==> src/inc/adc_pkg.sv <==
// package: register map, field positions and reset values of the converter control
package adc_pkg;

  // ----------------------------------------------------------------
  // register offsets
  // ----------------------------------------------------------------
  localparam logic [7:0] OFF_CONTROL_MAIN = 8'hD8;
  localparam logic [7:0] OFF_CHANNEL_CONTROL = 8'hDC;
  localparam logic [7:0] OFF_RESULT_HIGH = 8'hD9;
  localparam logic [7:0] OFF_RESULT_LOW = 8'hDA;
  localparam logic [7:0] OFF_IRQ_REQUEST = 8'hC0;
  localparam logic [7:0] OFF_IRQ_ENABLE = 8'h9A;
  localparam logic [7:0] OFF_PORT7_IN = 8'hDB;
  localparam logic [7:0] OFF_PORT8_IN = 8'hDD;

  // ----------------------------------------------------------------
  // field positions
  // ----------------------------------------------------------------
  localparam int BIT_EXT_ENABLE = 5;
  localparam int BIT_BUSY = 4;
  localparam int BIT_CONT_MODE = 3;
  localparam int BIT_PORT_SELECT = 3;
  localparam int BIT_DONE_FLAG = 0;
  localparam int BIT_DONE_ENABLE = 0;
  localparam int RESULT_BITS = 10;
  localparam int INPUT_COUNT = 15;

  // ----------------------------------------------------------------
  // reset values
  // ----------------------------------------------------------------
  localparam logic [7:0] RST_CONTROL_MAIN = 8'h00;
  localparam logic [7:0] RST_CHANNEL_CONTROL = 8'h40;
  localparam logic [7:0] RST_RESULT = 8'h00;

endpackage : adc_pkg

==> src/core/adc_conversion_control.sv <==
// module: control, channel select and result registers around a 10-bit converter core
//
// Functional notes
// - a write to the low result register while idle starts a conversion whatever the data, which is stored; a write while busy starts none
// - continuous bit clear: one conversion per start, then idle
// - continuous bit set, trigger disabled: new conversion begins at each completion
// - clearing continuous mid-conversion finishes it and starts no more
// - trigger enabled, not continuous: start pin falling edge starts one conversion
// - start pin sampled once per cycle; edge is high sample then low sample
// - trigger enabled and continuous: convert continuously while start pin low
// - before any conversion since reset, that mode needs a falling edge first
// - start pin high again stops new starts, running conversion completes
// - busy flag at main control bit 4, set by hardware, read-only
// - every completion sets done flag at interrupt request bit 0
// - low three select bits are one store seen in both control registers
// - channel register writes all four bits; main register only low three
// - 4-bit field picks one of 15 inputs, top bit chooses second port
// - result left justified: msb at high bit 7, lsb at low bit 6
// - results hold until next completion; software reads and writes them
// - high result register is full read-write storage
// - analog pins stay readable as digital inputs at all times
//
// The strobed register port was chosen for this implementation.
`timescale 1ns/1ps

module adc_conversion_control
  import adc_pkg::*;
(
  input wire logic clk,
  input wire logic rst,
  input wire logic [7:0] addr,
  input wire logic [7:0] wdata,
  input wire logic wr,
  input wire logic rd,
  output logic [7:0] rdata_q,
  input wire logic external_start_pin,
  input wire logic [7:0] port7_pins,
  input wire logic [6:0] port8_pins,
  input wire logic core_done,
  input wire logic [9:0] core_result,
  output logic conv_start_q,
  output logic [3:0] channel_q,
  output logic [14:0] input_select_q,
  output logic irq_q
);

  // ----------------------------------------------------------------
  // declarations
  // ----------------------------------------------------------------
  logic ext_en_q;
  logic cont_q;
  logic [1:0] main_spare_q;
  logic [3:0] chan_spare_q;
  logic busy_q;
  logic seen_conv_q;
  logic [7:0] res_high_q;
  logic [7:0] res_low_q;
  logic done_flag_q;
  logic done_en_q;
  logic [14:0] pins_s1_q;
  logic [14:0] pins_s2_q;
  logic [14:0] pins_s3_q;
  logic [14:0] pins_q;
  logic pin_level;
  logic pin_fall;
  logic wr_main;
  logic wr_chan;
  logic wr_low;
  logic ext_start;
  logic start_idle;
  logic finish;
  logic restart;
  logic [3:0] channel_d;

  assign wr_main = wr && (addr == OFF_CONTROL_MAIN);
  assign wr_chan = wr && (addr == OFF_CHANNEL_CONTROL);
  assign wr_low = wr && (addr == OFF_RESULT_LOW);
  assign finish = busy_q && core_done;

  // ----------------------------------------------------------------
  // start pin sampling
  // ----------------------------------------------------------------
  start_pin_sampler u_start_pin (
    .clk(clk),
    .rst(rst),
    .pin(external_start_pin),
    .level_q(pin_level),
    .fall_q(pin_fall)
  );

  // ----------------------------------------------------------------
  // start decisions
  // ----------------------------------------------------------------
  // external start: edge in single mode, low level in continuous mode,
  // but a level alone is not enough until one conversion has happened
  always_comb begin
    if (!ext_en_q) begin
      ext_start = 1'b0;
    end else if (!cont_q) begin
      ext_start = pin_fall;
    end else begin
      ext_start = pin_fall || (seen_conv_q && !pin_level);
    end
  end

  // a start from idle; a start while busy is dropped
  assign start_idle = !busy_q && (wr_low || ext_start);

  // at completion, chain on only while continuous is still set; with the
  // trigger enabled the pin must also still be low
  assign restart = finish && cont_q && (!ext_en_q || !pin_level);

  // ----------------------------------------------------------------
  // conversion sequencer
  // ----------------------------------------------------------------
  // busy rises with each start and falls at a completion without restart
  always_ff @(posedge clk or posedge rst) begin
    if (rst) begin
      busy_q <= 1'b0;
    end else if (start_idle) begin
      busy_q <= 1'b1;
    end else if (finish && !restart) begin
      busy_q <= 1'b0;
    end
  end

  // one-cycle start pulse toward the converter core
  always_ff @(posedge clk or posedge rst) begin
    if (rst) begin
      conv_start_q <= 1'b0;
    end else begin
      conv_start_q <= start_idle || restart;
    end
  end

  // remembers that a conversion has completed since reset
  always_ff @(posedge clk or posedge rst) begin
    if (rst) begin
      seen_conv_q <= 1'b0;
    end else if (finish) begin
      seen_conv_q <= 1'b1;
    end
  end

  // ----------------------------------------------------------------
  // control registers
  // ----------------------------------------------------------------
  // mode bits and the unused storage bits of both control registers
  always_ff @(posedge clk or posedge rst) begin
    if (rst) begin
      ext_en_q <= RST_CONTROL_MAIN[BIT_EXT_ENABLE];
      cont_q <= RST_CONTROL_MAIN[BIT_CONT_MODE];
      main_spare_q <= RST_CONTROL_MAIN[7:6];
      chan_spare_q <= RST_CHANNEL_CONTROL[7:4];
    end else begin
      if (wr_main) begin
        ext_en_q <= wdata[BIT_EXT_ENABLE];
        cont_q <= wdata[BIT_CONT_MODE];
        main_spare_q <= wdata[7:6];
      end
      if (wr_chan) begin
        chan_spare_q <= wdata[7:4];
      end
    end
  end

  // one channel store; the main register reaches only its low three bits
  always_comb begin
    channel_d = channel_q;
    if (wr_chan) begin
      channel_d = wdata[3:0];
    end else if (wr_main) begin
      channel_d = {channel_q[BIT_PORT_SELECT], wdata[2:0]};
    end
  end

  always_ff @(posedge clk or posedge rst) begin
    if (rst) begin
      channel_q <= RST_CHANNEL_CONTROL[3:0];
    end else begin
      channel_q <= channel_d;
    end
  end

  // one-hot input select; code 4'hF selects nothing
  genvar gi;
  generate
    for (gi = 0; gi < INPUT_COUNT; gi++) begin : g_sel
      always_ff @(posedge clk or posedge rst) begin
        if (rst) begin
          input_select_q[gi] <= (RST_CHANNEL_CONTROL[3:0] == 4'(gi));
        end else begin
          input_select_q[gi] <= (channel_d == 4'(gi));
        end
      end
    end
  endgenerate

  // ----------------------------------------------------------------
  // result registers
  // ----------------------------------------------------------------
  // completion overwrites; software writes otherwise. the core's result
  // wins a same-cycle clash so a finished conversion is never lost
  always_ff @(posedge clk or posedge rst) begin
    if (rst) begin
      res_high_q <= RST_RESULT;
      res_low_q <= RST_RESULT;
    end else begin
      if (finish) begin
        res_high_q <= core_result[9:2];
        res_low_q <= {core_result[1:0], 6'h00};
      end else begin
        if (wr && addr == OFF_RESULT_HIGH) begin
          res_high_q <= wdata;
        end
        if (wr_low) begin
          res_low_q <= wdata;
        end
      end
    end
  end

  // ----------------------------------------------------------------
  // completion flag and request
  // ----------------------------------------------------------------
  // software clears by writing zero; a completion in the same cycle wins
  always_ff @(posedge clk or posedge rst) begin
    if (rst) begin
      done_flag_q <= 1'b0;
    end else if (finish) begin
      done_flag_q <= 1'b1;
    end else if (wr && addr == OFF_IRQ_REQUEST && !wdata[BIT_DONE_FLAG]) begin
      done_flag_q <= 1'b0;
    end
  end

  always_ff @(posedge clk or posedge rst) begin
    if (rst) begin
      done_en_q <= 1'b0;
      irq_q <= 1'b0;
    end else begin
      if (wr && addr == OFF_IRQ_ENABLE) begin
        done_en_q <= wdata[BIT_DONE_ENABLE];
      end
      irq_q <= done_flag_q && done_en_q;
    end
  end

  // ----------------------------------------------------------------
  // digital view of the analog pins
  // ----------------------------------------------------------------
  // independent of the converter, so sampling never hides the pin
  always_ff @(posedge clk or posedge rst) begin
    if (rst) begin
      pins_s1_q <= 15'h0000;
      pins_s2_q <= 15'h0000;
      pins_s3_q <= 15'h0000;
    end else begin
      pins_s1_q <= {port8_pins, port7_pins};
      pins_s2_q <= pins_s1_q;
      pins_s3_q <= pins_s2_q;
    end
  end

  generate
    for (gi = 0; gi < INPUT_COUNT; gi++) begin : g_pin
      always_ff @(posedge clk or posedge rst) begin
        if (rst) begin
          pins_q[gi] <= 1'b0;
        end else if (pins_s2_q[gi] == pins_s3_q[gi]) begin
          pins_q[gi] <= pins_s3_q[gi];
        end
      end
    end
  endgenerate

  // ----------------------------------------------------------------
  // register read port
  // ----------------------------------------------------------------
  // data stand one cycle after the strobe; unmapped reads return zero
  always_ff @(posedge clk or posedge rst) begin
    if (rst) begin
      rdata_q <= 8'h00;
    end else if (rd) begin
      case (addr)
        OFF_CONTROL_MAIN: rdata_q <= {main_spare_q, ext_en_q, busy_q, cont_q,
                                      channel_q[2:0]};
        OFF_CHANNEL_CONTROL: rdata_q <= {chan_spare_q, channel_q};
        OFF_RESULT_HIGH: rdata_q <= res_high_q;
        OFF_RESULT_LOW: rdata_q <= res_low_q;
        OFF_IRQ_REQUEST: rdata_q <= {7'h00, done_flag_q};
        OFF_IRQ_ENABLE: rdata_q <= {7'h00, done_en_q};
        OFF_PORT7_IN: rdata_q <= pins_q[7:0];
        OFF_PORT8_IN: rdata_q <= {1'b0, pins_q[14:8]};
        default: rdata_q <= 8'h00;
      endcase
    end else begin
      rdata_q <= 8'h00;
    end
  end
endmodule : adc_conversion_control

==> src/core/start_pin_sampler.sv <==
// module: three-stage sampler and falling-edge detector for the external start pin
`timescale 1ns/1ps

module start_pin_sampler
  import adc_pkg::*;
(
  input wire logic clk,
  input wire logic rst,
  input wire logic pin,
  output logic level_q,
  output logic fall_q
);

  logic s1_q;
  logic s2_q;
  logic s3_q;
  logic [1:0] fill_q;
  logic primed_q;

  // ----------------------------------------------------------------
  // synchroniser, one sample per machine cycle
  // ----------------------------------------------------------------
  // reset high, the idle level of the start pin
  always_ff @(posedge clk or posedge rst) begin
    if (rst) begin
      s1_q <= 1'b1;
      s2_q <= 1'b1;
      s3_q <= 1'b1;
    end else begin
      s1_q <= pin;
      s2_q <= s1_q;
      s3_q <= s2_q;
    end
  end

  // counts edges until stage three holds a real pin sample; the reset value
  // of the stages is made up and must never pass for a high sample
  always_ff @(posedge clk or posedge rst) begin
    if (rst) begin
      fill_q <= 2'h0;
    end else if (fill_q != 2'h3) begin
      fill_q <= fill_q + 2'h1;
    end
  end

  // set once the accepted level comes from the pin itself, so a pin held
  // low through reset is never taken for a falling edge
  always_ff @(posedge clk or posedge rst) begin
    if (rst) begin
      primed_q <= 1'b0;
    end else if (fill_q == 2'h3 && s2_q == s3_q) begin
      primed_q <= 1'b1;
    end
  end

  // accepted level moves only when stages two and three agree
  always_ff @(posedge clk or posedge rst) begin
    if (rst) begin
      level_q <= 1'b1;
    end else if (s2_q == s3_q) begin
      level_q <= s3_q;
    end
  end

  // edge: high in one accepted sample, low in the next
  always_ff @(posedge clk or posedge rst) begin
    if (rst) begin
      fall_q <= 1'b0;
    end else begin
      fall_q <= primed_q && level_q && (s2_q == s3_q) && !s3_q;
    end
  end
endmodule : start_pin_sampler

==> config.mk <==
export PLATFORM = sky130hd
export DESIGN_NAME = adc_conversion_control
export DESIGN_NICKNAME = d
export VERILOG_FILES = /design/src/inc/adc_pkg.sv /design/src/core/adc_conversion_control.sv /design/src/core/start_pin_sampler.sv
export SDC_FILE = /design/constraint.sdc
export NUM_CORES = 1
export LEC_CHECK = 0
export BUFFER_PORTS_ARGS = -buffer_cell sky130_fd_sc_hd__buf_4
export CAP_MARGIN = 30
export CORE_UTILIZATION = 45
export DETAILED_ROUTE_END_ITERATION = 12
export GPL_TIMING_DRIVEN = 0
export PLACE_DENSITY = 0.71
export SLEW_MARGIN = 5
export SYNTH_ARGS = -nofsm -noshare
export SYNTH_HDL_FRONTEND = slang
export SYNTH_SLANG_ARGS = --single-unit
==> constraint.sdc <==
create_clock -name clk -period 13.1 [get_ports clk]
set_clock_uncertainty 0.1 [all_clocks]
set_input_delay 2.62 -clock clk [delete_from_list [all_inputs] [get_ports clk]]
set_output_delay 2.62 -clock clk [all_outputs]
set_load 0.05 [all_outputs]
# Yosys cells after proc, flatten, opt, wreduce, memory -nomap -nowiden
# Index checks and enable logic that the tools add are counted.
# totals
inputBits,47
ff_bits,125
# classes
n_eq_ne,40
mux,14
addsub,1
n_reduce_logical,33
# ops
op,n
"8-bit equality test, second input constant",8
8-bit one-hot mux with 8 select lines,1
8-bit two-way mux,5
"4-bit equality test, second input constant",7
1-bit logical AND,18
1-bit equality test,16
"4-bit by 3-bit equality test with 1-bit output, second input constant",4
"4-bit by 2-bit equality test with 1-bit output, second input constant",2
2-bit nonzero test,4
1-bit zero test,6
1-bit two-way mux,6
"4-bit by 1-bit equality test with 1-bit output, second input constant",1
4-bit zero test,1
1-bit logical OR,4
4-bit two-way mux,1
3-bit two-way mux,1
"2-bit by 1-bit adder with 2-bit output, second input constant",1
"2-bit equality test, second input constant",1
"2-bit != test, second input constant",1

# Depth between registers and ports, before layout
# Gate-level depths: netlist of the first run.
# depth
depth_word,8
ltp_mapped,6

# Cells and area by module
# A second synthesis of the first run with hierarchy kept.
# hier_totals
hier_cells,337
hier_area_um2,4728.3
# by_module_without_submodules
mod,seq_area_each_um2,area_per_inst_um2,cells_per_inst,instances
adc_conversion_control,2930.3,4448.0,321,1
start_pin_sampler,205.2,280.3,16,1

# Least setup slack after synthesis of the first run
# OpenSTA, ideal clock, no wires.
# synth_timing
path_kind,input to register
start,in addr[1]
end,reg chan_spare_q[0]
setup_time_ns,0.125
t_arrival_ns,3.703
cell_stages,6
setup_slack_ns,9.172
path_buffers,2
required_ns,12.875
path_cell_list,buf_4 > nor2_8 > nand4_4 > or2_1 > buf_6 > mux2_4
# synth_between
elab_chain_len,2
# synth_lines
item,line_no,rtl
"start, declared",adc_conversion_control.sv:31,"input wire logic [7:0] addr,"
8-bit equality test,adc_conversion_control.sv:76,assign wr_chan = wr && (addr == OFF_CHANNEL_CONTROL);
1-bit logical AND,adc_conversion_control.sv:76,
"end signal, assigned",adc_conversion_control.sv:154,chan_spare_q <= RST_CHANNEL_CONTROL[7:4];
"end signal, assigned",adc_conversion_control.sv:162,chan_spare_q <= wdata[7:4];
"end, declared",adc_conversion_control.sv:53,logic [3:0] chan_spare_q;
# Every way passes these cells.
# A chain may end at the register's enable or synchronous reset.

# Worst setup path after layout of the first run
# layout_timing
start,reg channel_q[3]
end,out channel_q[3]
# layout_rtl
item,line_no,rtl
"start, declared",adc_conversion_control.sv:42,"output logic [3:0] channel_q,"
"start signal, assigned",adc_conversion_control.sv:179,channel_q <= RST_CHANNEL_CONTROL[3:0];
"start signal, assigned",adc_conversion_control.sv:181,channel_q <= channel_d;
# No word-level cell between the ends.

==> results.md, run 1 <==
* PostCTS Resize Cnt at 0
* Hold Slack at 245 ps
* # fillers at 816
* WP data required at 10380 ps
* Grt ovf at 0
* Met2 usage at 28.9%
* Remaining DRCs at 0
* H-tree depth at 4
* Reg area at 3140 um^2
* Syn_nets at 397
* Final Max Tran Viols at 0
* Crit end category: primary output
* Global Route met1 Usage at 25.4%
* Crit path arrival time at 1260 ps
* Post-synth top cells: dfrtp_1, nor2_1, mux2i_1
* Synth Flop Type: dfrtp_1
* Flops & latches, synth at 125
* RSZ-0062 raised after global routing: false
* Layout net count at 490
* Cell with the most instances after synthesis: dfrtp_1
* CTS Buffer Depth at 2
* Via total after detailed routing at 2992
* Hold buffer count at cts at 0
* Initial antenna violation count at 0
* Max-Cap Viols at 0
* Via density at 5.06
* Wire length per cell at 16.0 um
* Setup CP Type: reg -> out
* Top-area cell type share of the netlist area at 61.8%
* Post-route ant nets at 0
* P&R area growth vs syn at 27.4%
* Die height at 105 um
* EDFF count, synth at 0
* Number of global-route vias before repair at 3098
* Share of cells above drive strength 1 at 34.3%
* Antenna fix cells at 0
* Clock Pin Slew Worst Setup and Hold Paths at 60 ps
* Final Hold Vio Count at 0
* Synth area leaders: dfrtp_1, mux2i_1, mux2_2
* Peak Freq at 0.252 GHz
* Final weighted congestion in routability-driven placement at 0.781
* Largest net degree at the start of global routing at 69
* # setup viols final at 0
* Setup TNS at 0 ps
* Die W at 105 um
* Die area at 11100 um^2
* Worst VDD drop at 0.155 mV
* Final wirelength at 9440 um
* DP HPWL at 6270 um
* Crit share post-route at 30.3%
* Hold Path Class: reg -> reg
* Final Cell Area at 6140 um^2
* Multi-input gate area at 1570 um^2
* Total CTS buffers at 17
* IO Pins at 76
* Bufs and invs on worst path at 1
* Leakage Power at 2.97 nW
* Avg Synthesized Cell Area at 13.8 um^2
* Max FO, Critical Path at 9
* CTS tree: done
* Slew headroom at 58.2%
* Post-DP Area at 5570 um^2
* Initial Util at 46.5%
* Synth Warn # at 0
* GR peak layer: met2
* Worst-Skew Late Latency at 510 ps
* Slew @ Worst Pin at 627 ps
* Slowest CP cell: dfrtp_1
* Fin crit period at 3980 ps
* Crit-path leading delay family: flip-flops
* Yosys top cell by area: dfrtp_1
* Worst-path cell chain: buf_4
* Netlist cell types at 43
* CP max stage delay at 500 ps
* Mapped Area at 4820 um^2
* Power per cell area at 163 nW/um^2
* Row cnt at 37
* First-pass GRT wire length at 15800 um
* CTS root buf: clkbuf_8
* Core area at 10400 um^2
* Drt pass-1 iters at 4
* GRT Util Overall at 19.1%
* Status: complete, no violations
* Ys async rst share at 100%
* Postcts setup bufs at 0
* Startpoint type of the worst setup path: flop
* Met3 usage at 6.43%
* Sequential fraction of the synthesis area at 65.1%
* Post-synthesis cell count at 349
* Clock sinks at 125
* Iter 0 DRT Violations at 142
* IO Port Bufs at 73
==> layout make-up <==
cell class	instances	area share (%)
sequential	125	51.0
multi-input combinational	205	25.5
timing repair buffer	74	9.37
clock buffer	18	6.97
tap	136	2.77
clock inverter	14	2.34
buffer	15	1.65
inverter	4	0.326
==> placed cells by master, fill, tap and decap left out, types with 6 or more instances in the layout <==
cell	n
mux2_2	19
maj3_1	16
dfstp_2	6
buf_4	76
and2_1	7
nor2_1	43
mux2_4	6
nand2_1	13
clkbuf_16	16
nor2b_1	7
a21oi_1	12
a22oi_1	7
mux2i_1	27
dfrtp_1	119
==> routing by layer <==
| metal | wire length, um | vias to the layer above |
|---|---|---|
| met1 | 4380 | 1486 |
| met2 | 4460 | 97 |
| li1 | - | 1396 |
| met4 | 131 | 0 |
| met3 | 473 | 13 |
| met5 | 0 | - |
==> path summary, 6_finish.rpt <==
check                                  end  slack (ps)  cells past startpoint         start
setup / recovery              channel_q[3]        9120                      1  channel_q[3]
hold / removal                pins_s2_q[6]         250                      0  pins_s1_q[6]
setup reg to reg               done_flag_q       11530                      3        busy_q
hold reg to reg               pins_s2_q[6]         250                      0  pins_s1_q[6]
max in group asynchronous  chan_spare_q[2]       10110                      3           rst
min in group asynchronous     pins_s1_q[5]        2060                      2           rst
==> cells by family after synthesis <==
logic type | count (synthesis) | synth area share [%]
compound gates | 38 | 5.11
xor+xnor | 2 | 0.364
fa+ha+maj | 17 | 3.58
buf+inv | 19 | 2.41
flops | 125 | 65.1
mux | 54 | 12.9
simple gates | 94 | 10.6
==> where the power goes <==
| group | switching [mW] | leakage [nW] | internal [mW] |
|---|---|---|---|
| registers | 0.0199 | 1.52 | 0.423 |
| clock network | 0.169 | 0.269 | 0.275 |
| logic | 0.0633 | 1.18 | 0.0508 |
==> through the flow <==
stage               power, mW  cells  setup slack [ps]  utilization (%)
floorplan               0.522    349              7060                -
global placement        0.558    558              5880             53.4
detailed placement      0.563    559              8810             53.7
CTS                      1.01    591              9110             59.2
global route             1.04    591              9070             59.2
finish                   1.00    591              9120             59.2
==> state kept, by name, summed over array words and instances, names as in the netlist, 2 cells and up <==
register	flops
chan_spare_q	4
channel_q	4
input_select_q	15
main_spare_q	2
pins_q	15
pins_s1_q	15
pins_s2_q	15
pins_s3_q	15
rdata_q	8
res_high_q	8
res_low_q	8
u_start_pin.fill_q	2
==> worst register-to-register path, stage by stage, from the launching register on <==
cell and delay, ps:
dfrtp_1 430, nand2_1 170, clkbuf_1 510, o21ai_0 190
Power figures use the tool's default switching activity.
==> inputs of run 2 (changes only) <==
==> constraint.sdc (replaced) <==
create_clock -name clk -period 3.7 [get_ports clk]
set_clock_uncertainty 0.1 [all_clocks]
set_input_delay 0.74 -clock clk [delete_from_list [all_inputs] [get_ports clk]]
set_output_delay 0.74 -clock clk [all_outputs]
set_load 0.05 [all_outputs]
==> run 2 against run 1 <==
Die area stayed put. Critical path depth unchanged. Clock-buffer cell count grew 4. Cell count is 0.34% higher. Global-route usage fell by 0.36 points. Wire length is 1.4% lower. Combinational power grew to 3.6 times the previous value. Worst hold slack got worse by 45 ps. Power rose to 3.6 times the previous value. Sequential share of layout area decreased by 0.48 points. Via count rose by 1.0%. Utilization up 0.57 points.
==> results.md, run 2 (synthesis results as in run 1) <==
* Status: complete, no violations
* GRT Util Overall at 18.7%
* Final Hold Vio Count at 0
* WP data required at 2860 ps
* DP HPWL at 6500 um
* Drt pass-1 iters at 4
* Clock sinks at 125
* Post-route ant nets at 0
* Reg2Reg Setup Slack at 2180 ps
* Number of global-route vias before repair at 3200
* DR WL met2 at 4340 um
* Die W at 105 um
* Crit path arrival time at 1280 ps
* Final Instance Count excl. Fillers at 593
* Die height at 105 um
* Bufs and invs on worst path at 1
* Core area at 10400 um^2
* Final weighted congestion in routability-driven placement at 0.808
* Crit-path leading delay family: flip-flops
* Setup CP Type: reg -> out
* Placed cells at 561
* PostCTS Resize Cnt at 0
* Net switching power at 864 uW
* First-pass GRT wire length at 15700 um
* Worst setup margin at 1580 ps
* Iter 0 DRT Violations at 142
* CTS root buf: clkbuf_8
* RSZ-0062 raised after global routing: false
* Final Max Tran Viols at 0
* Total CTS buffers at 17
* Crit end category: primary output
* Leakage Power at 3.00 nW
* Hold Slack at 200 ps
* Sequential Power Share at 43.3%
* Fin crit period at 2120 ps
* Power share of the clock group at 45.4%
* Antenna fix cells at 0
* Final wirelength at 9310 um
* Pint at 2.76 mW
* Slew @ Worst Pin at 604 ps
* Via density at 5.10
* Initial antenna violation count at 0
* Peak Freq at 0.472 GHz
* Max-Cap Viols at 0
* Hold buffer count at cts at 0
* Pre-CTS setup slack at 1320 ps
* Worst-Skew Late Latency at 510 ps
* Setup TNS at 0 ps
* Most common cell after layout, fill and taps aside: dfrtp_1
* Slew headroom at 59.6%
* Wire length per cell at 15.7 um
* CTS Buffer Depth at 2
* Grt ovf at 0
* Commonest cells after routing, fill and taps aside: dfrtp_1, buf_4, nor2_1, mux2i_1, mux2_2
* Layout net count at 492
* Worst-path cell chain: buf_4
* Die area at 11100 um^2
* # setup viols final at 0
* H-tree depth at 4
* Via total after detailed routing at 3023
* Initial Util at 46.5%
* Remaining DRCs at 0
* Hold Path Class: in -> async
* Worst VDD drop at 0.421 mV
* Slowest CP cell: dfrtp_1
* Row cnt at 37
* Largest net degree at the start of global routing at 39
* P&R area growth vs syn at 28.7%
* IO Port Bufs at 73
* Sw Ratio at 23.9%
* Max FO, Critical Path at 9
* CTS tree: done
* CP max stage delay at 510 ps
* Gate power share at 11.3%
* Met1 WL at 4240 um
* Startpoint type of the worst setup path: flop
* Met3 wire length at 548 um
* Top layer in use: met4
* Postcts setup bufs at 0
* Clock Pin Slew Worst Setup and Hold Paths at 60 ps
* Crit share post-route at 57.3%
* Share of cells above drive strength 1 at 34.1%
* IO Pins at 76
* Power per cell area at 584 nW/um^2
run 2: cell count changes in the layout (fill, tap and decap cells not counted), moves of 2 or more:
cell      before  now
clkbuf_1       3    5
clkinv_4       2    0
clkbuf_8       2    4
buf_12         0    3
run 2: power by group through the flow:
stage                     Sequential, mW  Clock [mW]  Combinational [mW]
final                               1.57        1.64               0.408
after global routing                1.58        1.74               0.449
after CTS                           1.57        1.68               0.415
after detailed placement            1.59           0               0.412
after global placement              1.58           0               0.393
after floorplan                     1.62           0               0.228
run 2: worst paths after layout:
kind | start | endpoint | cells after the start
worst max-delay path | channel_q[3] | channel_q[3] | 1
worst min-delay path | rst | irq_q | 2
worst max register to register | busy_q | res_high_q[3] | 4
worst min register to register | pins_s1_q[10] | pins_s2_q[10] | 0
max in group asynchronous | rst | u_start_pin.s3_q | 4
min in group clk | port8_pins[0] | pins_s1_q[8] | 1
run 2: cell type report:
cell class	instances	area, um^2
fillers	828	4170
flip-flops and latches	125	3140
multi-input cells	205	1570
repair buffers	76	608
clock buffers	22	463
well taps	136	170
clock inverters	10	136
plain buffers	15	101
inverters	4	18.8
run 2: through the flow:
| step | instance area (um^2) | utilization, % | power [mW] |
|---|---|---|---|
| 2_1_floorplan | 4820 | - | 1.85 |
| 3_3_place_gp | 5540 | 53.4 | 1.98 |
| 3_5_place_dp | 5600 | 54.0 | 2.00 |
| 4_1_cts | 6200 | 59.8 | 3.66 |
| 5_1_grt | 6200 | 59.8 | 3.77 |
| 6_report | 6200 | 59.8 | 3.62 |
run 2: layer usage:
metal / vias up / track usage (%)
met3: 20 / 5.26
li1: 1412 / -
met1: 1488 / 24.5
met4: 0 / 8.23
met5: - / 0
met2: 103 / 29.2
==> inputs of run 3 (changes only) <==
--- a/config.mk
+++ b/config.mk
@@ -5,6 +5,7 @@
 export SDC_FILE = /design/constraint.sdc
 export NUM_CORES = 1
 export LEC_CHECK = 0
+export ABC_AREA = 1
 export BUFFER_PORTS_ARGS = -buffer_cell sky130_fd_sc_hd__buf_4
 export CAP_MARGIN = 30
 export CORE_UTILIZATION = 45
==> constraint.sdc (replaced) <==
create_clock -name clk -period 2.1 [get_ports clk]
set_clock_uncertainty 0.1 [all_clocks]
set_input_delay 0.42 -clock clk [delete_from_list [all_inputs] [get_ports clk]]
set_output_delay 0.42 -clock clk [all_outputs]
set_load 0.05 [all_outputs]
==> run 3 against run 2 <==
Non-clock buffer count up 15. Area after synthesis rose by 1.2%. Clock power is 77% higher. Power increased by 77%. Die area grew 1.2%. Cell count up 19%. Critical endpoint is now input_select_q[0]. Sequential share of layout area decreased by 2.0 points. Synthesized cell count grew 26%.
==> results.md, run 3 <==
* Pre-CTS setup slack at 146 ps
* Worst setup margin at 363 ps
* Clock sinks at 125
* CTS root buf: clkbuf_8
* Post-synth top cells: dfrtp_1, nand2_1, nand3_1
* Postcts setup bufs at 0
* Final Hold Vio Count at 0
* Worst hold start: core_result[2]
* Reg area at 3140 um^2
* # fillers at 842
* Slew @ Worst Pin at 537 ps
* Top-area cell type share of the netlist area at 61.0%
* Die W at 106 um
* P&R area growth vs syn at 32.5%
* Share of cells above drive strength 1 at 30.2%
* Clock Pin Slew Worst Setup and Hold Paths at 60 ps
* Wire length per cell at 15.1 um
* Max-Cap Viols at 0
* Syn_nets at 489
* Final wirelength at 10600 um
* # setup viols final at 0
* Slowest CP cell: dfstp_2
* Status: complete, no violations
* Setup CP Type: reg -> out
* Crit path arrival time at 1220 ps
* Mapped Area at 4880 um^2
* Layout net count at 604
* Avg Synthesized Cell Area at 11.1 um^2
* Hold EP: res_high_q[0]
* WP data required at 1580 ps
* IO Pins at 76
* Crit end category: primary output
* CTS tree: done
* Crit share post-route at 82.7%
* Peak Freq at 0.576 GHz
* Grt ovf at 0
* Synth Flop Type: dfrtp_1
* Via total after detailed routing at 3455
* GRT Util Overall at 21.2%
* Crit-path leading delay family: flip-flops
* DP HPWL at 7530 um
* RSZ-0062 raised after global routing: false
* Startpoint type of the worst setup path: flop
* Final Max Tran Viols at 0
* Hold Slack at 49.3 ps
* Post-route ant nets at 0
* Netlist cell types at 44
* Slew headroom at 63.9%
* Via density at 4.90
* Number of global-route vias before repair at 3636
* H-tree depth at 4
* Core area at 10400 um^2
* Die height at 106 um
* Worst r2r src: busy_q
* Hold path depth at 3
* PostCTS Resize Cnt at 0
* Iter 0 DRT Violations at 122
* Synth area leaders: dfrtp_1, nand2_1, nand3_1
* Commonest cells after routing, fill and taps aside: dfrtp_1, nand2_1, buf_4, nand3_1, nor2_1
* IO Port Bufs at 74
* Initial Util at 46.8%
* Flops & latches, synth at 125
* Reg2Reg Setup Slack at 360 ps
* Initial antenna violation count at 0
* Cell with the most instances after synthesis: dfrtp_1
* Largest net degree at the start of global routing at 45
* Bufs and invs on worst path at 1
* Worst R2R End: res_high_q[6]
* Hold Path Class: in -> reg
* Setup TNS at 0 ps
* Leakage Power at 3.15 nW
* Sequential fraction of the synthesis area at 64.3%
* CP max stage delay at 510 ps
* Power per cell area at 989 nW/um^2
* CTS Buffer Depth at 2
* Row cnt at 37
* EDFF count, synth at 0
* Worst-path cell chain: buf_4
* Ys async rst share at 100%
* Multi-input gate area at 1540 um^2
* Worst-Skew Late Latency at 520 ps
* Total power at 6.39 mW
* Synth Warn # at 0
* Fin crit period at 1740 ps
* Final weighted congestion in routability-driven placement at 0.848
* Worst VDD drop at 0.755 mV
* Total CTS buffers at 17
* Most common cell after layout, fill and taps aside: dfrtp_1
* Remaining DRCs at 0
* Yosys top cell by area: dfrtp_1
* Antenna fix cells at 0
* Drt pass-1 iters at 5
* R2r worst-path depth at 5
* Post-synthesis cell count at 441
* Die area at 11300 um^2
* First-pass GRT wire length at 17700 um
* Max FO, Critical Path at 1
run 3: cell types whose count changed in the layout (fill, tap and decap cells not counted), sizes merged, moves of 19 or more:
cell	change
nand3	+52
mux2i	-27
mux2	-24
dlygate4sd3	+19
inv	+28
nand2	+87
run 3: cell families after synthesis:
group | count (synthesis) | share of synthesized area, %
AOI/OAI and AO/OA | 37 | 4.69
DFF | 125 | 64.3
xor gates and xnor gates | 1 | 0.180
buffers and inverters | 43 | 4.10
muxes | 1 | 0.231
and+or+nand+nor | 218 | 23.2
adders and majority gates | 16 | 3.33
run 3: layout make-up:
type                       count  area share (%)
sequential                   125            48.5
clock buffer                  18            6.62
tap                          136            2.63
inverter                      33            1.99
timing repair buffer          96            12.6
multi-input combinational    273            23.9
buffer                        10            1.16
clock inverter                14            2.61
run 3: through the flow:
step	instances	utilization [%]	area, um^2
after floorplan	441	-	4880
after global placement	651	53.8	5610
after detailed placement	654	54.5	5680
after CTS	705	62.0	6460
after global routing	705	62.0	6460
final	705	62.0	6460
run 3: timing repair:
item | 4_1_cts | 5_1_grt
setup endpoints to repair | 0 | 0
hold endpoints to repair | 38 | 0
hold buffers | 19 | 0
run 3: metal layers:
metal,global-route usage (%),share of wire (%)
met1,26.7,44
met2,34.4,49
met3,6.13,5.1
met4,8.73,1.6
met5,0,0
run 3: how the worst max path moves through the flow:
stage	startpoint	cells past startpoint	slack, ps	end
after global placement	rst	2	-620	input_select_q[4]
final	input_select_q[0]	1	360	input_select_q[0]
after CTS	input_select_q[0]	1	340	input_select_q[0]
after detailed placement	addr[5]	11	150	res_high_q[2]
after floorplan	rst	1	50	busy_q
after global routing	busy_q	5	240	busy_q
run 3: where the power goes:
part	internal [mW]	leakage [nW]	switching, mW
clock	1.84	0.279	1.06
combinational	0.293	1.35	0.435
sequential	2.64	1.52	0.126
